===== config.mk =====
export PLATFORM = sky130hd
export DESIGN_NAME = tuner_control_register_bank
export DESIGN_NICKNAME = d
export VERILOG_FILES = /design/src/logic/tuner_regs_pkg.sv /design/src/logic/tuner_control_register_bank.sv
export SDC_FILE = /design/constraint.sdc
export NUM_CORES = 1
export LEC_CHECK = 0
export CORE_MARGIN = 3
export CORE_UTILIZATION = 40
export CTS_CLUSTER_DIAMETER = 200
export CTS_CLUSTER_SIZE = 40
export DETAILED_ROUTE_END_ITERATION = 10
export DONT_BUFFER_PORTS = 1
export GPL_TIMING_DRIVEN = 0
export PLACE_DENSITY = 0.58
export RECOVER_POWER = 50
export REMOVE_ABC_BUFFERS = 1
export SETUP_SLACK_MARGIN = 0.5
export SYNTH_ARGS = -nofsm -noshare
export SYNTH_HDL_FRONTEND = slang
export SYNTH_SLANG_ARGS = --single-unit

===== constraint.sdc =====
create_clock -name clk_i -period 4.4 [get_ports clk_i]
set_input_delay 0.66 -clock clk_i [delete_from_list [all_inputs] [get_ports clk_i]]
set_output_delay 0.66 -clock clk_i [all_outputs]
set_load 0.02 [all_outputs]

===== src/logic/tuner_regs_pkg.sv =====
// Purpose: constants and carriers for the tuner control register bank
// Assumes: one 250 MHz clock; bus pins sampled synchronously
// Notes: register offsets are byte addresses on the two-wire bus
// Contract
// - Prescale codes 0-6 divide by 8-14; code 7 divides by 2.
// - Pump current from level bit unless source select hands it to autotuner.
// - Reference divider is 1 when bit clear, 2 when set.
// - Pump test field: normal, low-z, source, sink, high-z codes.
// - Lock pin shows lock, N-divider halved or R-divider by selector.
// - Each block shutdown bit enables block at 0, disables at 1.
// - Bandgap goes off only once every other block is off.
// - Crystal oscillator runs unless both synth and refbuf are off.
// - Band field picks one of three bands; 00 turns oscillator off.
// - Sub-band field picks one of eight sub-bands.
// - Band from manual bits unless auto-select hands it to autotuner.
// - Latch bit latches tank ADC; read-enable exposes it; both reset 0.
// - Offset threshold field picks output window width.
// - Offset speed: 11 fast, 01 slow, 00 hold DAC values.
// - Offset mode: 00 off, 01/10 direct DAC, 11 automatic.
// - Offset DAC is nine bits, MSB in control register.
// - Power event flag reads 1 after reset, clears after reading 0x0C.
// - Overload bit reflects baseband above detection threshold.
// - Serial clock up to 400 kHz, generated by master.
// - Each byte takes nine clocks: eight data plus acknowledge.
// - Seven-bit slave address set by strap: C0/C1 or C4/C5.
// - Written bytes go to successive registers until STOP.
// - Read: address write, repeated START, data MSB first until NACK.
package tuner_regs_pkg;
   localparam logic [7:0] OFS_PLL = 8'h06;
   localparam logic [7:0] OFS_TEST = 8'h07;
   localparam logic [7:0] OFS_SHDN = 8'h08;
   localparam logic [7:0] OFS_OSC = 8'h09;
   localparam logic [7:0] OFS_BB = 8'h0A;
   localparam logic [7:0] OFS_DCCTL = 8'h0B;
   localparam logic [7:0] OFS_DACLO = 8'h0C;
   localparam logic [7:0] OFS_FADDR = 8'h0D;
   localparam logic [7:0] OFS_FDATA = 8'h0E;
   localparam logic [7:0] OFS_FREAD = 8'h10;
   localparam logic [7:0] OFS_STAT = 8'h11;
   localparam logic [7:0] OFS_ATUNE = 8'h12;
   localparam logic [7:0] RST_PLL = 8'h0A;
   localparam logic [7:0] RST_TEST = 8'h08;
   localparam logic [7:0] RST_SHDN = 8'h00;
   localparam logic [7:0] RST_OSC = 8'hC0;
   localparam logic [7:0] RST_BB = 8'h87;
   localparam logic [7:0] RST_DCCTL = 8'h40;
   localparam logic [7:0] RST_DACLO = 8'h00;
   localparam logic [7:0] RST_FADDR = 8'h00;
   localparam logic [7:0] RST_FDATA = 8'h00;
   // Bits with no function read back as zero
   localparam logic [7:0] RD_MASK_TEST = 8'hEF;
   localparam logic [7:0] RD_MASK_SHDN = 8'h7F;
   localparam logic [7:0] RD_MASK_BB = 8'hF7;
   localparam logic [5:0] SLAVE_ADDR_HI = 6'h30;
   localparam logic [3:0] PRESCALE_BASE = 4'h8;
   localparam logic [3:0] PRESCALE_XTAL4 = 4'h2;
   localparam int CLK_MHZ = 250;
   localparam int SCL_MAX_KHZ = 400;
   localparam int SCL_MIN_PERIOD_CYC = (CLK_MHZ * 1000) / SCL_MAX_KHZ;

   typedef enum logic [2:0] {
      PUMP_NORMAL = 3'h0,
      PUMP_LOW_Z = 3'h4,
      PUMP_SOURCE = 3'h5,
      PUMP_SINK = 3'h6,
      PUMP_HIGH_Z = 3'h7
   } pump_test_t;

   typedef struct packed {
      logic [3:0] slow_clock_div;
      logic ref_div_two;
      logic pump_auto;
      logic pump_high;
      logic [2:0] pump_test_mode;
      logic [2:0] lock_pin_select;
   } pll_ctl_t;

   typedef struct packed {
      logic bandgap_off;
      logic lna_off;
      logic mixer_off;
      logic baseband_off;
      logic synth_off;
      logic refbuf_off;
      logic xtal_off;
      logic osc_off;
   } power_ctl_t;

   typedef struct packed {
      logic [1:0] osc_band_sel;
      logic [2:0] osc_subband_sel;
      logic band_auto_sel;
      logic [1:0] offset_threshold;
      logic [1:0] offset_speed;
      logic [1:0] offset_mode;
      logic [8:0] offset_dac_value;
      logic offset_hold;
      logic offset_direct;
   } analog_ctl_t;

   typedef struct packed {
      logic lock_flag;
      logic autotune_status_a;
      logic autotune_status_e;
      logic offset_high_excursion;
      logic offset_low_excursion;
      logic gain_track;
      logic detector_over_flag;
      logic [4:0] autotune_band;
      logic [2:0] tank_adc;
   } analog_stat_t;
endpackage : tuner_regs_pkg


===== src/logic/tuner_control_register_bank.sv =====
// Purpose: two-wire slave and control/status registers of the tuner
// Assumes: scl/sda sampled synchronously at 250 MHz, master drives scl
// Notes: sda_oe_n_o low means the pin is pulled low by this block
`timescale 1ns/10ps
module tuner_control_register_bank (
   input wire logic clk_i,
   input wire logic nrst_i,
   input wire logic scl_i,
   input wire logic sda_i,
   output logic sda_o,
   output logic sda_oe_n_o,
   input wire logic addr_strap_pin_i,
   input wire logic [7:0] fuse_readback_i,
   input wire tuner_regs_pkg::analog_stat_t stat_i,
   output tuner_regs_pkg::pll_ctl_t pll_o,
   output tuner_regs_pkg::power_ctl_t power_o,
   output tuner_regs_pkg::analog_ctl_t analog_o,
   output logic [7:0] fuse_addr_o,
   output logic [7:0] fuse_data_o,
   output logic [1:0] filter_bw_extra_o,
   output logic [2:0] detector_threshold_o,
   output logic tune_adc_latch_o,
   output logic tune_adc_read_en_o
);
   import tuner_regs_pkg::*;

   typedef enum {
      ST_IDLE, ST_ADDR, ST_ADDR_ACK, ST_WR, ST_WR_ACK, ST_RD, ST_RD_ACK
   } bus_state_t;

   bus_state_t state;

   // Writable register images
   logic [7:0] r_pll;
   logic [7:0] r_test;
   logic [7:0] r_shdn;
   logic [7:0] r_osc;
   logic [7:0] r_bb;
   logic [7:0] r_dcctl;
   logic [7:0] r_daclo;
   logic [7:0] r_faddr;
   logic [7:0] r_fdata;

   // Serial engine state
   logic scl_q;
   logic sda_q;
   logic addr_strap;
   logic [3:0] bit_cnt;
   logic [7:0] shift;
   logic [7:0] reg_ptr;
   logic [7:0] tx;
   logic [7:0] next_tx;
   logic first_byte;
   logic nack;
   logic addr_hit;

   // Status side
   logic power_event;
   logic adc_held_valid;
   logic [2:0] adc_held;

   // Bus events, one clock wide
   logic start_c;
   logic stop_c;
   logic scl_rise;
   logic scl_fall;
   logic wr_strobe;
   logic rd_done;

   function automatic logic [7:0] read_mux(input logic [7:0] a);
      unique case (a)
         OFS_PLL: read_mux = r_pll;
         OFS_TEST: read_mux = r_test & RD_MASK_TEST;
         OFS_SHDN: read_mux = r_shdn & RD_MASK_SHDN;
         OFS_OSC: read_mux = r_osc;
         OFS_BB: read_mux = r_bb & RD_MASK_BB;
         OFS_DCCTL: read_mux = r_dcctl;
         OFS_DACLO: read_mux = r_daclo;
         OFS_FADDR: read_mux = {4'h0, r_faddr[3:0]};
         OFS_FDATA: read_mux = r_fdata;
         OFS_FREAD: read_mux = fuse_readback_i;
         OFS_STAT: read_mux = {power_event,
            stat_i.autotune_status_a,
            stat_i.autotune_status_e,
            stat_i.lock_flag,
            stat_i.offset_low_excursion,
            stat_i.offset_high_excursion,
            stat_i.gain_track,
            stat_i.detector_over_flag};
         OFS_ATUNE: read_mux = {stat_i.autotune_band,
            r_osc[0] ? adc_held : 3'h0};
         default: read_mux = 8'h00;
      endcase
   endfunction : read_mux

   // Byte for the next read slot; its MSB must go out at the ACK fall
   always_comb begin
      next_tx = read_mux(reg_ptr);
   end

   // Strap sits in the second-lowest address bit
   assign addr_hit = (shift[7:1] == {SLAVE_ADDR_HI[5:1], addr_strap, 1'b0});

   // Edge detection on already-sampled pins; inputs count as synchronous
   assign start_c = scl_q && scl_i && sda_q && !sda_i;
   assign stop_c = scl_q && scl_i && !sda_q && sda_i;
   assign scl_rise = !scl_q && scl_i;
   assign scl_fall = scl_q && !scl_i;
   assign wr_strobe = (state == ST_WR) && scl_rise && (bit_cnt == 4'h7);
   assign rd_done = (state == ST_RD_ACK) && scl_rise;

   always_ff @(posedge clk_i) begin
      scl_q <= nrst_i ? scl_i : 1'b1;
      sda_q <= nrst_i ? sda_i : 1'b1;
   end

   // Strap follows the pin on every clock while the bus is idle
   always_ff @(posedge clk_i) begin
      if (!nrst_i) begin
         addr_strap <= 1'b0;
      end else if (state == ST_IDLE) begin
         addr_strap <= addr_strap_pin_i;
      end
   end

   always_ff @(posedge clk_i) begin
      if (!nrst_i) begin
         state <= ST_IDLE;
         bit_cnt <= 4'h0;
         shift <= 8'h00;
         reg_ptr <= 8'h00;
         first_byte <= 1'b0;
         nack <= 1'b0;
         tx <= 8'h00;
      end else if (start_c) begin
         state <= ST_ADDR;
         bit_cnt <= 4'h0;
      end else if (stop_c) begin
         state <= ST_IDLE;
      end else if (scl_rise) begin
         unique case (state)
            ST_ADDR, ST_WR: begin
               shift <= {shift[6:0], sda_i};
               bit_cnt <= bit_cnt + 4'h1;
            end
            ST_RD: begin
               bit_cnt <= bit_cnt + 4'h1;
            end
            ST_RD_ACK: begin
               nack <= sda_i;
            end
            default: begin
            end
         endcase
      end else if (scl_fall) begin
         unique case (state)
            ST_ADDR: begin
               if (bit_cnt == 4'h8) begin
                  if (addr_hit) begin
                     state <= ST_ADDR_ACK;
                     first_byte <= !shift[0];
                     tx <= read_mux(reg_ptr);
                  end else begin
                     state <= ST_IDLE;
                  end
               end
            end
            ST_ADDR_ACK: begin
               bit_cnt <= 4'h0;
               state <= first_byte ? ST_WR : ST_RD;
            end
            ST_WR: begin
               if (bit_cnt == 4'h8) begin
                  state <= ST_WR_ACK;
                  if (first_byte) begin
                     reg_ptr <= shift;
                  end else begin
                     reg_ptr <= reg_ptr + 8'h01;
                  end
               end
            end
            ST_WR_ACK: begin
               bit_cnt <= 4'h0;
               first_byte <= 1'b0;
               state <= ST_WR;
            end
            ST_RD: begin
               if (bit_cnt == 4'h8) begin
                  state <= ST_RD_ACK;
                  reg_ptr <= reg_ptr + 8'h01;
               end else begin
                  tx <= {tx[6:0], 1'b0};
               end
            end
            ST_RD_ACK: begin
               bit_cnt <= 4'h0;
               tx <= next_tx;
               state <= nack ? ST_IDLE : ST_RD;
            end
            default: begin
            end
         endcase
      end
   end

   // SDA drive changes after SCL falls or is released at START/STOP, keeping data stable while high
   always_ff @(posedge clk_i) begin
      if (!nrst_i) begin
         sda_oe_n_o <= 1'b1;
      end else if (start_c || stop_c) begin
         sda_oe_n_o <= 1'b1;
      end else if (scl_fall) begin
         unique case (state)
            ST_ADDR: sda_oe_n_o <= !(bit_cnt == 4'h8 && addr_hit);
            ST_WR: sda_oe_n_o <= !(bit_cnt == 4'h8);
            ST_ADDR_ACK: sda_oe_n_o <= first_byte ? 1'b1 : tx[7];
            ST_RD: sda_oe_n_o <= (bit_cnt == 4'h8) ? 1'b1 : tx[6];
            // Old tx is fully shifted here, so take the fresh byte
            ST_RD_ACK: sda_oe_n_o <= nack ? 1'b1 : next_tx[7];
            default: sda_oe_n_o <= 1'b1;
         endcase
      end
   end

   always_ff @(posedge clk_i) begin
      sda_o <= 1'b0;
   end

   // Data byte lands on its rising eighth bit; read-only slots ignored
   always_ff @(posedge clk_i) begin
      if (!nrst_i) begin
         r_pll <= RST_PLL;
         r_test <= RST_TEST;
         r_shdn <= RST_SHDN;
         r_osc <= RST_OSC;
         r_bb <= RST_BB;
         r_dcctl <= RST_DCCTL;
         r_daclo <= RST_DACLO;
         r_faddr <= RST_FADDR;
         r_fdata <= RST_FDATA;
      end else if (wr_strobe && !first_byte) begin
         unique case (reg_ptr)
            OFS_PLL: r_pll <= {shift[6:0], sda_i};
            OFS_TEST: r_test <= {shift[6:0], sda_i};
            OFS_SHDN: r_shdn <= {shift[6:0], sda_i};
            OFS_OSC: r_osc <= {shift[6:0], sda_i};
            OFS_BB: r_bb <= {shift[6:0], sda_i};
            OFS_DCCTL: r_dcctl <= {shift[6:0], sda_i};
            OFS_DACLO: r_daclo <= {shift[6:0], sda_i};
            OFS_FADDR: r_faddr <= {shift[6:0], sda_i};
            OFS_FDATA: r_fdata <= {shift[6:0], sda_i};
            default: begin
            end
         endcase
      end
   end

   // Set by reset, cleared after a readback of the DAC-low slot
   always_ff @(posedge clk_i) begin
      if (!nrst_i) begin
         power_event <= 1'b1;
      end else if (rd_done && reg_ptr == OFS_DACLO + 8'h01) begin
         power_event <= 1'b0;
      end
   end

   always_ff @(posedge clk_i) begin
      if (!nrst_i) begin
         adc_held <= 3'h0;
         adc_held_valid <= 1'b0;
      end else if (r_osc[1]) begin
         adc_held <= stat_i.tank_adc;
         adc_held_valid <= 1'b1;
      end
   end

   // Decoded controls
   always_ff @(posedge clk_i) begin
      if (!nrst_i) begin
         pll_o <= '0;
      end else begin
         pll_o.slow_clock_div <= (r_pll[2:0] == 3'h7) ? PRESCALE_XTAL4 :
            PRESCALE_BASE + {1'b0, r_pll[2:0]};
         pll_o.ref_div_two <= r_pll[7];
         pll_o.pump_high <= r_pll[6];
         pll_o.pump_auto <= r_pll[5];
         pll_o.pump_test_mode <= r_test[7:5];
         pll_o.lock_pin_select <= r_test[2:0];
      end
   end

   always_ff @(posedge clk_i) begin
      if (!nrst_i) begin
         power_o <= '0;
      end else begin
         power_o.lna_off <= r_shdn[0];
         power_o.baseband_off <= r_shdn[1];
         power_o.mixer_off <= r_shdn[2];
         power_o.synth_off <= r_shdn[3];
         power_o.refbuf_off <= r_shdn[4];
         power_o.xtal_off <= r_shdn[3] && r_shdn[4];
         power_o.osc_off <= (r_osc[7:6] == 2'h0);
         power_o.bandgap_off <= r_shdn[6] && (&r_shdn[5:0]) &&
            (r_osc[7:6] == 2'h0) && (r_dcctl[5:4] == 2'h0);
      end
   end

   always_ff @(posedge clk_i) begin
      if (!nrst_i) begin
         analog_o <= '0;
         tune_adc_latch_o <= 1'b0;
         tune_adc_read_en_o <= 1'b0;
         detector_threshold_o <= 3'h0;
         filter_bw_extra_o <= 2'h0;
         fuse_addr_o <= 8'h00;
         fuse_data_o <= 8'h00;
      end else begin
         analog_o.osc_band_sel <= r_osc[7:6];
         analog_o.osc_subband_sel <= r_osc[5:3];
         analog_o.band_auto_sel <= r_osc[2];
         analog_o.offset_threshold <= r_dcctl[1:0];
         analog_o.offset_speed <= r_dcctl[3:2];
         analog_o.offset_mode <= r_dcctl[5:4];
         analog_o.offset_dac_value <= {r_dcctl[6], r_daclo};
         analog_o.offset_hold <= (r_dcctl[3:2] == 2'h0);
         analog_o.offset_direct <= r_dcctl[5] ^ r_dcctl[4];
         tune_adc_latch_o <= r_osc[1];
         tune_adc_read_en_o <= r_osc[0] && adc_held_valid;
         detector_threshold_o <= r_bb[2:0];
         filter_bw_extra_o <= {r_dcctl[7], r_bb[7]};
         fuse_addr_o <= {4'h0, r_faddr[3:0]};
         fuse_data_o <= r_fdata;
      end
   end
endmodule : tuner_control_register_bank


After elaboration in Yosys (flattened, before gate mapping)
Cells that the tools add are included.
W data, S select, Z words.
{"block": "word_totals", "reg_bits": 205, "inputBits": 28, "output_inout_bits": 69, "wordCells": 194}
{"block": "op_classes", "addsub": 3, "n_eq_ne": 34, "mux": 33, "bitwise_logic": 5, "n_reduce_logical": 64}
{"cell": "$pmux W32 S6", "count": 1}
{"cell": "$eq A32 B3 Y1 const B", "count": 4}
{"cell": "$mux W32", "count": 3}
{"cell": "$pmux W8 S12", "count": 1}
{"cell": "$eq A32 B2 Y1 const B", "count": 2}
{"cell": "$eq A8 B4 Y1 const B", "count": 7}
{"cell": "$mux W8", "count": 6}
{"cell": "$eq A32 B1 Y1 const B", "count": 1}
{"cell": "$eq A32 B4 Y1 const B", "count": 1}
{"cell": "$logic_not A32 Y1", "count": 1}
{"cell": "$eq A8 B5 Y1 const B", "count": 3}
{"cell": "$pmux W8 S3", "count": 1}
{"cell": "$logic_and A1 B1 Y1", "count": 18}
{"cell": "$reduce_and A2 Y1", "count": 9}
{"cell": "$reduce_and A6 Y1", "count": 3}
{"cell": "$eq A8 B3 Y1 const B", "count": 2}
{"cell": "$mux W4", "count": 4}
{"cell": "$pmux W8 S2", "count": 1}
{"cell": "$reduce_and A7 Y1", "count": 2}
{"cell": "$ne A2 B2 Y1 const B", "count": 6}
{"cell": "$ne A4 B4 Y1 const B", "count": 3}
{"cell": "$reduce_and A4 Y1", "count": 3}
{"cell": "$mux W1", "count": 9}
{"cell": "$mux W3", "count": 3}
{"cell": "23 further kinds", "count": 45}

Depth between registers and ports, before layout
Gate-level depths: netlist of run 1.
{"block": "depth", "ltp_word": 8, "depth_mapped": 10, "depth_no_buf": 8}

Worst setup path before layout of run 1
OpenSTA, ideal clock, no wires.
{"block": "synth_path", "path_type": "in2reg", "from": "input port scl_i", "to": "register r_pll[1]", "setup_time_ns": 0.137, "t_arrival_ns": 2.229, "t_required_ns": 4.263, "setup_slack_ns": 2.034, "cell_stages": 8, "path_buffers": 1, "cell_sequence": "ha_1 -> nand2_1 -> or4_1 -> buf_2 -> nor3_4 -> nand2_1 -> nand2_1 -> nand3_1"}
{"block": "synth_between", "elab_chain_cells": 5}
{"element": "start, declared", "line": "tuner_control_register_bank.sv:8", "rtl": "input wire logic scl_i,"}
{"element": "$logic_and A1 B1 Y1", "line": "tuner_control_register_bank.sv:107", "rtl": "assign scl_rise = !scl_q && scl_i;"}
{"element": "$logic_and A1 B1 Y1 (2 in series)", "line": "tuner_control_register_bank.sv:109", "rtl": "assign wr_strobe = (state == ST_WR) && scl_rise && (bit_cnt == 4'h7);"}
{"element": "$logic_and A1 B1 Y1", "line": "tuner_control_register_bank.sv:241", "rtl": "end else if (wr_strobe && !first_byte) begin"}
{"element": "$reduce_and A2 Y1 (no source line)"}
{"element": "end signal, assigned", "line": "tuner_control_register_bank.sv:243", "rtl": "OFS_PLL: r_pll <= {shift[6:0], sda_i};"}
{"element": "end, declared", "line": "tuner_control_register_bank.sv:34", "rtl": "logic [7:0] r_pll;"}
Every way passes these cells.
A chain may end at the register's enable or synchronous reset.

Worst setup path in the final report of run 1
{"block": "layout_path", "from": "register state[0]", "to": "register r_daclo[4]"}
{"block": "layout_between", "elab_chain_cells": 5}
{"element": "start, declared", "line": "tuner_control_register_bank.sv:31", "rtl": "bus_state_t state;"}
{"element": "start signal, assigned", "line": "tuner_control_register_bank.sv:170", "rtl": "state <= first_byte ? ST_WR : ST_RD;"}
{"element": "start signal, assigned", "line": "tuner_control_register_bank.sv:198", "rtl": "state <= nack ? ST_IDLE : ST_RD;"}
{"element": "$eq A32 B3 Y1", "line": "tuner_control_register_bank.sv:109"}
{"element": "$logic_and A1 B1 Y1 (2 in series)", "line": "tuner_control_register_bank.sv:109"}
{"element": "$logic_and A1 B1 Y1", "line": "tuner_control_register_bank.sv:241"}
{"element": "$reduce_and A2 Y1 (no source line)"}
{"element": "end signal, assigned", "line": "tuner_control_register_bank.sv:249", "rtl": "OFS_DACLO: r_daclo <= {shift[6:0], sda_i};"}
{"element": "end, declared", "line": "tuner_control_register_bank.sv:40", "rtl": "logic [7:0] r_daclo;"}
Every way passes these cells.

==> results of run 1 <==
==> area by class of cell <==
type | count | area, µm² | share of cell area [%]
tap | 225 | 282 | 3.63
clock buffer | 18 | 429 | 5.54
sequential | 170 | 3400 | 43.9
inverter | 17 | 66.3 | 0.856
multi-input combinational | 587 | 3420 | 44.1
timing repair buffer | 1 | 27.5 | 0.355
clock inverter | 14 | 121 | 1.57
==> layout by cell type (no fill, tap or decap), drive strengths merged, types with 9 or more instances in the layout <==
| master | count |
|---|---|
| dfxtp | 170 |
| nand2 | 120 |
| nand3 | 76 |
| a21oi | 74 |
| and2 | 57 |
| nor2 | 48 |
| o21ai | 33 |
| mux2i | 21 |
| a22oi | 19 |
| inv | 19 |
| clkbuf | 18 |
| nor3 | 15 |
| ha | 10 |
| nand2b | 9 |
| a222oi | 9 |
==> worst paths after layout <==
path             from          to  cells past startpoint
min            nrst_i       scl_q                      1
max reg2reg  state[0]  r_daclo[4]                      6
max          state[0]  r_daclo[4]                      6
min reg2reg   r_bb[5]     r_bb[5]                      2
==> power by group <==
part / switching (mW) / internal [mW]
registers: 0.0148 / 1.55
logic: 0.0374 / 0.0177
clock network: 0.638 / 0.779
total: 0.690 / 2.34
==> registers in the layout, indices dropped and copies added, names as in the netlist, 7 cells and up <==
name and flops:
r_pll 8, analog_o 23, r_daclo 8, r_bb 7, fuse_data_o 8, r_shdn 7, pll_o 13, r_fdata 8
power_o 8, r_osc 8, r_dcctl 8, tx 8, shift 8, reg_ptr 8, r_test 7
==> metrics by stage <==
| stage | total power [mW] | util [%] | instances |
|---|---|---|---|
| 2_1_floorplan | 1.64 | - | 774 |
| 3_3_place_gp | 1.65 | 41.1 | 999 |
| 3_5_place_dp | 1.65 | 41.3 | 1000 |
| 4_1_cts | 3.05 | 44.4 | 1032 |
| 5_1_grt | 3.12 | 44.5 | 1032 |
| 6_report | 3.03 | 44.5 | 1032 |
==> layer usage <==
metal	global-route usage, %	part of all wire [%]
met1	24.8	42
met2	33.0	49
met3	4.88	7.0
met4	7.14	2.2
met5	0	0
==> kinds of logic after synthesis <==
| group | synth area share, % |
|---|---|
| and+or+nand+nor | 24.8 |
| other | 0.0522 |
| muxes | 3.24 |
| DFF | 47.4 |
| xor gates and xnor gates | 0.488 |
| buffers and inverters | 5.37 |
| AOI/OAI and AO/OA | 16.9 |
| adders and majority gates | 1.74 |
==> worst reg2reg max path, cell delays in order, from the launching register on <==
cell and delay (ns):
dfxtp_1 0.70, nand2_1 0.21, or4_1 0.76, nor3_4 0.78, nand2_1 0.45, nand2_1 0.18
a21oi_1 0.08
==> summary.txt, run 1 <==
Worst-path clk slew: 0.07 ns
Final HPWL DP: 12,900 µm
CTS H-Tree Depth: 4
crit-path max FO: 23
CP max-delay cell: nor3_4
Port-buffer cells: 0
Core Rows: 48
clk sinks: 170
post-synth cell types: 68
final setup fails: 0
Die Ht: 140 µm
layout cells sized above 1: 6.69%
postcts setup bufs: 0
most frequent cells after synthesis: dfxtp_1, nand2_1, nand3_1
number of synthesized flops with an enable pin: 0
# diodes: 0
Async SR Flop Fraction: 0%
WP buf/inv: 0
final worst-path cycle share: 75.6%
skew final: 0.00908 ns
Starting DRT DRC Count: 744
wirelength, routed: 19,800 µm
# fillers: 1,720
number of gates resized after CTS: 0
worst skew pair latency: 0.44 ns
fin area: 0.00775 mm²
largest cells by area after synthesis: dfxtp_1, nand2_1, nand3_1, a21oi_1, and2_1
VDD IR-drop max: 0.266 mV
setup ws final: 1.07 ns
clk root buf: clkbuf_16
Routed Antenna Nets: 0
core region area: 0.0174 mm²
DRC: 0
status: completed
worst min-delay path class: in -> reg
Critical Path AT: 3.60 ns
Vias per Instance: 5.78
first-pass GRT wire length: 30,800 µm
cts bufs inserted: 17
worst slew pin tran: 1.16 ns
Max Cap Viol: 0
Die ar.: 0.0196 mm²
P per Cell Area: 391 mW/mm²
total global-route track usage: 19.7%
fmax: 301 MHz
Post-Syn Instances: 841
dominant cell type by area after synthesis: dfxtp_1
Hold Buf Count CTS: 0
vias in the first global route: 5,646
Yosys warnings: 0
most frequent CP cell: nand2_1
pin count of the biggest net entering global routing: 86
Post-DP Area: 0.00719 mm²
worst-path cell chain: nand2_1 -> or4_1 -> nor3_4 -> nand2_1 -> nand2_1 -> a21oi_1
leakage: 2.61 nW
final hold violations: 0
Mapped Avg Cell Area: 8.54 µm²
flip-flop and latch count after synthesis: 170
CP top delay family: simple AND/OR/NAND/NOR gates
post-synthesis cell area: 0.00718 mm²
CP Launch Type: register
register area share after synthesis: 47.4%
pre-CTS setup slack: 0.460 ns
clk buf depth: 2
Area Overhead vs Synth: 7.96%
initial antenna violation count: 0
Crit Path Category: reg -> reg
vias post-DR: 5,970
Starting Density: 41.2%
count of nets after finishing: 832
endpoint class of the critical path: register
Synth top area share: 47.4%
Crit path largest cell delay: 0.78 ns
fin. max-slew vios: 0
worst hold slack: 0.297 ns
Die Wd: 140 µm
DRT Pass-1 Iters: 7
Worst EP required: 4.68 ns
routed length per placed instance: 19.1 µm
r2r setup slk: 1.07 ns
slew margin rel.: 22.6%
RD Place Congestion: 0.896
CTS tree: done
grt total ovfl: 0
IO Count: 97
Top FF cell, synth: dfxtp_1
Final min period: 3.33 ns
setup TNS: 0 ns
top-count cell post-synth: dfxtp_1
unrepaired setup endpoints after global routing: false
Power figures use the tool's default switching activity.
==> run 2, diff against run 1 <==
PLACE_DENSITY = 0.6   (was 0.58)
clock period = 2.7 ns   (was 4.4 ns; I/O delays follow)
==> run 2 against run 1 <==
The flow now finishes with violations (max-capacitance violations, max-slew violations); cell area grew 7.4%; total power rose by 69%; routed wire length is 5.1% higher; non-clock buffer count up 33; clock skew rose by 0.0022 ns; first-iteration DRC count shrank 32%; register-to-register slack worse by 0.53 ns; cell count is 3.4% higher; global-route usage grew 0.89 points; core utilization grew 3.3 points; highest routed layer unchanged.
==> summary.txt, run 2 (synthesis results as in run 1) <==
status: finished with violations
failing checks: max-capacitance violations, max-slew violations
endpoint class of the critical path: register
Reg with most FFs: analog_o
slew margin rel.: -6.01%
pin count of the biggest net entering global routing: 86
Starting DRT DRC Count: 504
final hold violations: 0
worst hold slack: 0.0454 ns
layout cells sized above 1: 15.2%
crit-path max FO: 7
worst skew pair latency: 0.44 ns
vias in the first global route: 5,516
biggest registers after layout: analog_o x23, pll_o x13
fin. max-slew vios: 86
clk buf depth: 2
CTS tree: done
clk sinks: 170
clk root buf: clkbuf_16
VDD IR-drop max: 0.541 mV
core region area: 0.0174 mm²
setup ws final: 0.546 ns
Die Wd: 140 µm
Max Cap Viol: 1
Post-DP Area: 0.00717 mm²
leakage: 2.88 nW
fmax: 464 MHz
first-pass GRT wire length: 31,900 µm
worst-path cell chain: inv_2 -> ha_4 -> nand2_4 -> or4_4 -> nor3_4 -> buf_6 -> buf_6 -> nand3_2 -> a21oi_1
Vias per Instance: 5.75
pre-CTS setup slack: -0.602 ns
worst slew pin tran: 1.59 ns
Worst-path clk slew: 0.07 ns
CTS H-Tree Depth: 4
DRC: 0
grt total ovfl: 0
Crit Path Category: reg -> reg
unrepaired setup endpoints after global routing: true
final worst-path cycle share: 79.8%
Area Overhead vs Synth: 16.0%
IO Count: 97
non-filler cells in the finished layout: 1,067
RD Place Congestion: 0.798
Core Rows: 48
count of nets after finishing: 867
wirelength, routed: 20,700 µm
fin area: 0.00833 mm²
hold_sp: nrst_i
commonest cells after routing, fill and taps aside: dfxtp_1, nand2_1, nand3_1
P per Cell Area: 615 mW/mm²
CP max-delay cell: or4_4
Die ar.: 0.0196 mm²
Util after Layout: 47.8%
CP Launch Type: register
Hold Buf Count CTS: 0
DRT Pass-1 Iters: 6
Setup crit start: scl_q
routed length per placed instance: 19.4 µm
total power: 5.12 mW
# fillers: 1,699
# diodes: 0
total global-route track usage: 20.6%
most common cell after layout, fill and taps aside: dfxtp_1
Placed Cells incl. Taps: 999
Port-buffer cells: 0
Crit path largest cell delay: 0.63 ns
Final min period: 2.15 ns
most frequent CP cell: buf_6
WP buf/inv: 3
max reg flops: 23
Reg2Reg Launch Point: scl_q
initial antenna violation count: 0
final setup fails: 0
cts bufs inserted: 17
Critical Path AT: 2.50 ns
setup TNS: 0 ns
vias post-DR: 6,138
CP top delay family: simple AND/OR/NAND/NOR gates
Die Ht: 140 µm
Routed Antenna Nets: 0
Worst EP required: 3.04 ns
worst min-delay path class: in -> reg
skew final: 0.0113 ns
Starting Density: 41.2%
Final HPWL DP: 12,300 µm
run 2: cell types whose count changed in the layout (fill, tap and decap cells not counted), sizes merged:
cell,before,now
inv,19,23
buf,1,33
clkinv,8,5
clkinvlp,3,1
nor2,48,49
bufinv,1,2
nor3,15,16
clkbuf,18,19
run 2: worst register-to-register path, cell delays in order (launching register included):
cell and delay (ns):
dfxtp_2 0.32, inv_2 0.06, ha_4 0.15, nand2_4 0.07, or4_4 0.63, nor3_4 0.34
buf_6 0.18, buf_6 0.10, nand3_2 0.07, a21oi_1 0.15
run 2: what timing repair did:
item | in CTS | in global routing
setup buffers | 22 | 12
resized for setup | 40 | 26
gates cloned | 2 | 0
pin swaps | 11 | 13
setup endpoints to repair | 83 | 76
run 2: cell type report:
type                            instances  area (µm²)  area share [%]
Multi-Input combinational cell        589        3590            43.2
Sequential cell                       170        3440            41.4
Clock buffer                           18         439            5.27
Timing Repair Buffer                   34         345            4.15
Tap cell                              225         282            3.38
Clock inverter                         14         156            1.88
Inverter                               17        67.6           0.811
run 2: report_power, final:
part	internal [mW]	total [mW]	switching (mW)
Sequential	2.51	2.54	0.0251
Clock	1.41	2.48	1.07
Combinational	0.0326	0.0978	0.0652
Total	3.95	5.12	1.17
run 2: routing by layer:
layer	wire, µm	up-vias	track usage (%)
met5	0	-	0
met4	543	0	8.47
met2	9780	255	31.8
li1	-	2929	-
met3	1510	39	4.92
met1	8920	2915	28.0
run 2: path summary, 6_finish.rpt:
| path | slack [ns] | endpoint | cells after the start |
|---|---|---|---|
| max | 0.55 | r_daclo[2] | 9 |
| min | 0.05 | scl_q | 1 |
| max reg2reg | 0.55 | r_daclo[2] | 9 |
| min reg2reg | 0.46 | r_pll[4] | 2 |
